## src/verilog/diag_count_pkg.sv

```systemverilog
// constants shared by the receive diagnostic counter block
package diag_count_pkg;

  // ==========================================================
  // bus shape
  localparam int unsigned ADDR_W = 8;
  localparam int unsigned DATA_W = 16;

  // ==========================================================
  // register offsets
  localparam logic [7:0] OFS_COUNT_CTRL      = 8'h00;
  localparam logic [7:0] OFS_FCS_ERROR_COUNT = 8'h0a;
  localparam logic [7:0] OFS_FILTER_REJECT   = 8'h0c;
  localparam logic [7:0] OFS_RX_OVERRUN      = 8'h0e;
  localparam logic [7:0] OFS_INT_STATUS      = 8'h20;
  localparam logic [7:0] OFS_INT_ENABLE      = 8'h22;
  localparam logic [7:0] OFS_INT_CLEAR       = 8'h24;

  // ==========================================================
  // fields and reset values
  localparam int unsigned BIT_COUNT_ENABLE = 0;
  localparam int unsigned CNT_W_DEF        = 12;
  localparam int unsigned NUM_CNT          = 3;
  localparam int unsigned IDX_FCS          = 0;
  localparam int unsigned IDX_FFR          = 1;
  localparam int unsigned IDX_OVR          = 2;
  localparam logic        RST_COUNT_ENABLE = 1'b0;
  localparam logic [2:0]  RST_INT_STATUS   = 3'h0;
  localparam logic [2:0]  RST_INT_ENABLE   = 3'h0;
  localparam logic [15:0] RST_READ_DATA    = 16'h0000;

endpackage : diag_count_pkg

```

## src/verilog/count_link_if.sv

```systemverilog
// signals between the register block and one event counter
`timescale 1ns/1ps
interface count_link_if #(parameter int unsigned CNT_W = 12);
  logic             ev;
  logic             en;
  logic [CNT_W-1:0] count;
  logic             wrap;

  modport ctrl
  (
    output ev,
    output en,
    input  count,
    input  wrap
  );

  modport cnt
  (
    input  ev,
    input  en,
    output count,
    output wrap
  );
endinterface : count_link_if

```

## src/verilog/event_counter.sv

```systemverilog
// one gated, wrapping event counter
`timescale 1ns/1ps
module event_counter #(parameter int unsigned CNT_W = 12)
(
  input  wire logic   ref_clk,
  input  wire logic   resetn,
  count_link_if.cnt   link
);

  logic [CNT_W-1:0] count_r;
  logic [CNT_W-1:0] count_nxt;

  // ==========================================================
  // next count
  always_comb
  begin
    count_nxt = count_r;
    if (link.ev && link.en)
    begin
      count_nxt = count_r + CNT_W'(1);
    end
  end

  always_ff @(posedge ref_clk or negedge resetn)
  begin
    if (!resetn)
    begin
      count_r <= '0;
    end
    else
    begin
      count_r <= count_nxt;
    end
  end

  assign link.count = count_r;
  assign link.wrap  = link.ev && link.en && (count_r == {CNT_W{1'b1}});
endmodule : event_counter

```

## src/verilog/rx_diag_error_counters.sv

```systemverilog
// receive diagnostic error counters with register port and interrupt
//
// The strobed register port is this design's own decision.
`timescale 1ns/1ps
module rx_diag_error_counters
  import diag_count_pkg::*;
#(
  parameter int unsigned CNT_W = CNT_W_DEF
)
(
  input  wire logic              ref_clk,
  input  wire logic              resetn,
  input  wire logic [ADDR_W-1:0] reg_addr,
  input  wire logic [DATA_W-1:0] reg_wdata,
  input  wire logic              reg_wr,
  input  wire logic              reg_rd,
  output logic      [DATA_W-1:0] reg_rdata,
  input  wire logic              rx_bad_check_event,
  input  wire logic              frame_filter_reject_event,
  input  wire logic              rx_overflow_event,
  output logic                   diag_counting_enable,
  output logic                   irq
);

  // ==========================================================
  // parameter check
  generate
    if (CNT_W < 1 || CNT_W > DATA_W)
    begin : g_bad_width
      $error("counter width must lie between 1 and the data width");
    end
  endgenerate

  // ==========================================================
  // state
  logic                ctrl_enable_r;
  logic                ctrl_enable_nxt;
  logic [NUM_CNT-1:0]  int_status_r;
  logic [NUM_CNT-1:0]  int_status_nxt;
  logic [NUM_CNT-1:0]  int_enable_r;
  logic [NUM_CNT-1:0]  int_enable_nxt;
  logic [DATA_W-1:0]   rdata_r;
  logic [DATA_W-1:0]   rdata_nxt;
  logic [NUM_CNT-1:0]  ev_vec;
  logic [NUM_CNT-1:0]  wrap_vec;
  logic [CNT_W-1:0]    counts [NUM_CNT];

  assign ev_vec[IDX_FCS] = rx_bad_check_event;
  assign ev_vec[IDX_FFR] = frame_filter_reject_event;
  assign ev_vec[IDX_OVR] = rx_overflow_event;

  // ==========================================================
  // counters
  count_link_if #(.CNT_W(CNT_W)) links [NUM_CNT] ();

  generate
    for (genvar i = 0; i < NUM_CNT; i++)
    begin : g_cnt
      // each cycle an event is high is one frame, so overrun discards count one by one
      assign links[i].ev  = ev_vec[i];
      assign links[i].en  = ctrl_enable_r;
      assign counts[i]    = links[i].count;
      assign wrap_vec[i]  = links[i].wrap;

      event_counter #(.CNT_W(CNT_W)) u_cnt
      (
        .ref_clk (ref_clk),
        .resetn  (resetn),
        .link    (links[i].cnt)
      );
    end
  endgenerate

  // ==========================================================
  // register writes, status and read data
  always_comb
  begin
    ctrl_enable_nxt = ctrl_enable_r;
    int_enable_nxt  = int_enable_r;
    int_status_nxt  = int_status_r;
    rdata_nxt       = RST_READ_DATA;
    if (reg_wr)
    begin
      unique case (reg_addr)
        OFS_COUNT_CTRL: ctrl_enable_nxt = reg_wdata[BIT_COUNT_ENABLE];
        OFS_INT_ENABLE: int_enable_nxt  = reg_wdata[NUM_CNT-1:0];
        OFS_INT_CLEAR:  int_status_nxt  = int_status_r & ~reg_wdata[NUM_CNT-1:0];
        default:        ;
      endcase
    end
    // a wrap in the clearing cycle survives
    int_status_nxt = int_status_nxt | wrap_vec;
    if (reg_rd)
    begin
      unique case (reg_addr)
        OFS_COUNT_CTRL:
          rdata_nxt[BIT_COUNT_ENABLE] = ctrl_enable_r;
        OFS_FCS_ERROR_COUNT:
          rdata_nxt = DATA_W'(counts[IDX_FCS]);
        OFS_FILTER_REJECT:
          rdata_nxt = DATA_W'(counts[IDX_FFR]);
        OFS_RX_OVERRUN:
          rdata_nxt = DATA_W'(counts[IDX_OVR]);
        OFS_INT_STATUS:
          rdata_nxt = DATA_W'(int_status_r);
        OFS_INT_ENABLE:
          rdata_nxt = DATA_W'(int_enable_r);
        default:
          rdata_nxt = RST_READ_DATA;
      endcase
    end
  end

  always_ff @(posedge ref_clk or negedge resetn)
  begin
    if (!resetn)
    begin
      ctrl_enable_r <= RST_COUNT_ENABLE;
      int_enable_r  <= RST_INT_ENABLE;
      int_status_r  <= RST_INT_STATUS;
      rdata_r       <= RST_READ_DATA;
    end
    else
    begin
      ctrl_enable_r <= ctrl_enable_nxt;
      int_enable_r  <= int_enable_nxt;
      int_status_r  <= int_status_nxt;
      rdata_r       <= rdata_nxt;
    end
  end

  assign reg_rdata            = rdata_r;
  assign diag_counting_enable = ctrl_enable_r;
  assign irq                  = |(int_status_r & int_enable_r);
endmodule : rx_diag_error_counters

```

## config.mk

```make
export PLATFORM = sky130hd
export DESIGN_NAME = rx_diag_error_counters
export DESIGN_NICKNAME = d
export VERILOG_FILES = /design/src/verilog/diag_count_pkg.sv /design/src/verilog/count_link_if.sv /design/src/verilog/event_counter.sv /design/src/verilog/rx_diag_error_counters.sv
export SDC_FILE = /design/constraint.sdc
export NUM_CORES = 1
export LEC_CHECK = 0
export BUFFER_PORTS_ARGS = -buffer_cell sky130_fd_sc_hd__buf_2
export CAP_MARGIN = 20
export CORE_ASPECT_RATIO = 1.1
export CORE_UTILIZATION = 40
export CTS_CLUSTER_SIZE = 30
export DETAILED_ROUTE_END_ITERATION = 10
export GPL_TIMING_DRIVEN = 0
export PLACE_DENSITY = 0.68
export SYNTH_ARGS = -nofsm -noshare
export SYNTH_HDL_FRONTEND = slang
export SYNTH_SLANG_ARGS = --single-unit
```

## constraint.sdc

```tcl
create_clock -name ref_clk -period 1.5 [get_ports ref_clk]
set_clock_uncertainty 0.2 [all_clocks]
set_input_delay 0.075 -clock ref_clk [delete_from_list [all_inputs] [get_ports ref_clk]]
set_output_delay 0.075 -clock ref_clk [all_outputs]
set_load 0.01 [all_outputs]
```

==> impl_summary.log <==
INFO  metric setup_viol_count_final = 26
INFO  metric clk_latency = 0.31 ns
INFO  metric timing.critical_path.buf_inv = 3
INFO  metric cell_breakdown_of_the_critical_path = clkbuf_8 -> dlygate4sd3_1 -> nor3b_4 -> o2111ai_4 -> buf_6 -> o22ai_4
INFO  metric synthesis.area_per_instance = 11.31 sq um
INFO  metric post-dp-hpwl = 3955 microns
INFO  metric num_rows = 30
INFO  metric async_flop_share = 100.0%
INFO  metric pre_antenna_drt_iters = 5
INFO  metric largest_net_degree_at_the_start_of_global_routing = 41
INFO  metric grt_antenna_before_repair = 0
INFO  metric power_density = 827.4 nW/um^2
INFO  metric leakagePower = 1.747 nW
INFO  metric grt_pass1_wl = 9439 microns
INFO  metric drt.antenna.violating_nets = 0
INFO  metric post_route_cells_drive_above_1_share = 41.03%
INFO  metric result_of_the_run = complete, but fails checks
INFO  metric timing.slew.headroom = 65.61%
INFO  metric antenna_cells_inserted = 0
INFO  metric clkSlewWorstSetupHoldPaths = 0.10 ns
INFO  metric worst_reg2reg_setup_slack = -0.09 ns
INFO  metric synth-seq-cells = 55
INFO  metric overflow = 0
INFO  metric top_ff_cell_synth = dfrtp_1
INFO  metric post_synth_instance_area = 2658 sq um
INFO  metric drtIter0Drc = 114
INFO  metric hp-class = input port to register
INFO  metric endpoint_kind = register
INFO  metric timing.final.hold_violations = 0
INFO  metric cap_violations = 0
INFO  metric core = 6306 sq um
INFO  metric buffer_ports.inserted = 30
INFO  metric cts_num_sinks = 55
INFO  metric fill_cells = 548
INFO  metric worstPathMaxFanout = 6
INFO  metric seq_area_frac_synth = 51.79%
INFO  metric detailroute.via_count = 2047
INFO  metric rsz0062_at_grt = true
INFO  metric numPlacedInstances = 349
INFO  metric violations = negative setup slack
INFO  metric synth.distinct_cells = 39
INFO  metric achievable-frequency = 0.6100 GHz
INFO  metric timing.critical_path.max_delay_family = buffers and inverters
INFO  metric cp_data_arrival_time = 1.68 ns
INFO  metric post-route-worst-setup-slack = -0.1393 ns
INFO  metric cp_class = input port to register
INFO  metric viasPerCell = 5.222
INFO  metric clock_tree.htree_level_count = 2
INFO  metric numCtsBuffers = 5
INFO  metric detailed_place.area = 2965 sq um
INFO  metric detail_route.drc_violations = 0
INFO  metric worst_path_max_delay_cell = dlygate4sd3_1
INFO  metric vdd.ir_drop.worst = 0.5050 mV
INFO  metric initial_utilization = 42.14%
INFO  metric areaGrowthSynthToFinish = 34.23%
INFO  metric finalCriticalPeriod = 1.639 ns
INFO  metric synth_warnings = 0
INFO  metric start_kind = input port
INFO  metric syn-instance-count = 235
INFO  metric nets_finish = 345
INFO  metric fin_area = 3567 sq um
INFO  metric synth-edff-count = 0
INFO  metric cts_tree = built
INFO  metric worst_slew_pin_slew = 0.5148 ns
INFO  metric post-route-period-util = 109.3%
INFO  metric setup-tns-final = -1.679 ns
INFO  metric globalRouteTotalUtil = 17.87%
INFO  metric wire_per_inst = 16.24 microns
INFO  metric totalWireLength = 6367 microns
INFO  metric timing_max_transition_violations_final = 0
INFO  metric die_height = 87.49 microns
INFO  metric chipWidth = 79.72 microns
INFO  metric routabilityCongestion = 0.8018
INFO  metric required = 1.55 ns
INFO  metric cts_root_buffer = clkbuf_8
INFO  metric die-area = 6974 sq um
INFO  metric max_incr_delay_on_cp = 0.70 ns
INFO  metric final_cell_count_no_fill = 392
INFO  metric top_level_port_count = 49
INFO  metric grt_pass1_vias = 1998
INFO  metric cts_max_path_buffers = 2
## logic make-up (layout without fill, tap and decap cells)
group / count (synthesis) / count (layout) / share of synthesized area (%)
other: 1 / 4 / 0.1411
multiplexers: 22 / 22 / 9.181
adder cells (fa/ha/maj): 3 / 3 / 1.413
AND/OR/NAND/NOR: 82 / 82 / 16.43
XOR/XNOR: 33 / 33 / 10.88
flip-flops: 55 / 55 / 51.79
buffers and inverters: 16 / 90 / 3.625
AO/OA/AOI/OAI: 23 / 23 / 6.544
## timing repair
action / in CTS / in global routing
pin swaps: 8 / 23
buffers inserted: 8 / 16
hold buffers: 10 / 2
hold endpoints to repair: 70 / 6
resized for setup: 14 / 39
setup endpoints to repair: 26 / 31
gates cloned: 0 / 1
## layer usage
metal  global-route usage (%)  wire length [microns]
met2                    30.15                   3322
met3                    3.246                    269
met1                    23.05                   2704
met4                    5.785                     70
met5                        0                      0
## synthesized netlist by cell type, types with 2 or more instances
cell,count,area share [%]
nor2b_1,2,0.47
nand3_1,9,1.7
nor3_1,4,0.75
o21ai_1,5,0.94
ha_1,3,1.4
xor2_1,14,4.6
nor2_1,17,2.4
buf_4,4,1.1
and3_1,6,1.4
mux2_1,4,1.7
buf_2,3,0.56
mux2i_1,3,1.1
mux2_2,15,6.4
a22oi_1,12,3.4
nand2_1,19,2.7
nand4_1,13,3.1
xnor2_1,19,6.3
inv_1,4,0.56
clkbuf_1,3,0.42
dfrtp_1,55,52
and2_1,3,0.71
## sequential cells by signal (all words and copies together) (netlist names)
| name | flops |
|---|---|
| reg_rdata | 12 |
| g_cnt.u_cnt.link.count | 36 |
| int_status_r | 3 |
| int_enable_r | 3 |
| diag_counting_enable | 1 |
## final timing paths
kind,start,end,cells past startpoint
min reg2reg,g_cnt[0].u_cnt.link.count[7],g_cnt[0].u_cnt.link.count[7],1
max reg2reg,diag_counting_enable,g_cnt[0].u_cnt.link.count[7],5
min in group asynchronous,resetn,reg_rdata[0],2
max,reg_addr[5],reg_rdata[2],6
max in group asynchronous,resetn,g_cnt[1].u_cnt.link.count[6],3
min,rx_overflow_event,g_cnt[2].u_cnt.link.count[0],4
## cells in the final DEF, fill, tap and decap left out, drive strengths merged
cell,n
a222oi,1
a22o,1
a22oi,12
and2,3
and3,6
and4,1
buf,62
clkbuf,10
clkinv,1
clkinvlp,1
conb,4
dfrtp,55
dlygate4sd3,12
ha,3
inv,4
mux2,19
mux2i,3
nand2,19
nand2b,1
nand3,9
nand4,14
nor2,17
nor2b,2
nor3,5
nor3b,1
nor4,1
o2111ai,1
o21ai,6
o22ai,2
or2,1
or3,1
or4,1
xnor2,19
xor2,14
## tightest hold or removal path, stage by stage
cell	delay [ns]
buf_2	0.10
and2_4	0.14
buf_4	0.11
xor2_1	0.05
## area by class of cell
type / count / area [sq um] / share of cell area [%]
buffer: 10 / 73.82 / 2.069
clock buffer: 6 / 82.58 / 2.315
clock inverter: 2 / 16.27 / 0.4560
inverter: 4 / 15.01 / 0.4209
multi-input combinational: 167 / 1385 / 38.83
sequential: 55 / 1386 / 38.86
tap: 80 / 100.1 / 2.806
timing repair buffer: 68 / 508.0 / 14.24
## metrics by stage
| step | hold slack, ns | total power, W | setup WS (ns) | utilization, % |
|---|---|---|---|---|
| floorplan | -0.4206 | 0.001833 | -0.09820 | - |
| global placement | 0.1089 | 0.001953 | -0.3501 | 46.71 |
| finish | 0.008549 | 0.002951 | -0.1393 | 56.57 |
| global route | 0.01725 | 0.003095 | -0.2351 | 56.57 |
| detailed placement | -0.1777 | 0.001974 | -0.3579 | 47.02 |
| CTS | -0.09784 | 0.002910 | -0.07588 | 51.87 |
## power breakdown
group	switching, W	internal, W	leakage (nW)	total [W]
Combinational	0.000191	0.000232	0.950	0.000423
Clock	0.000486	0.000378	0.0474	0.000863
Sequential	0.000102	0.00156	0.750	0.00166
No activity file was read; power rests on OpenSTA's default activity.
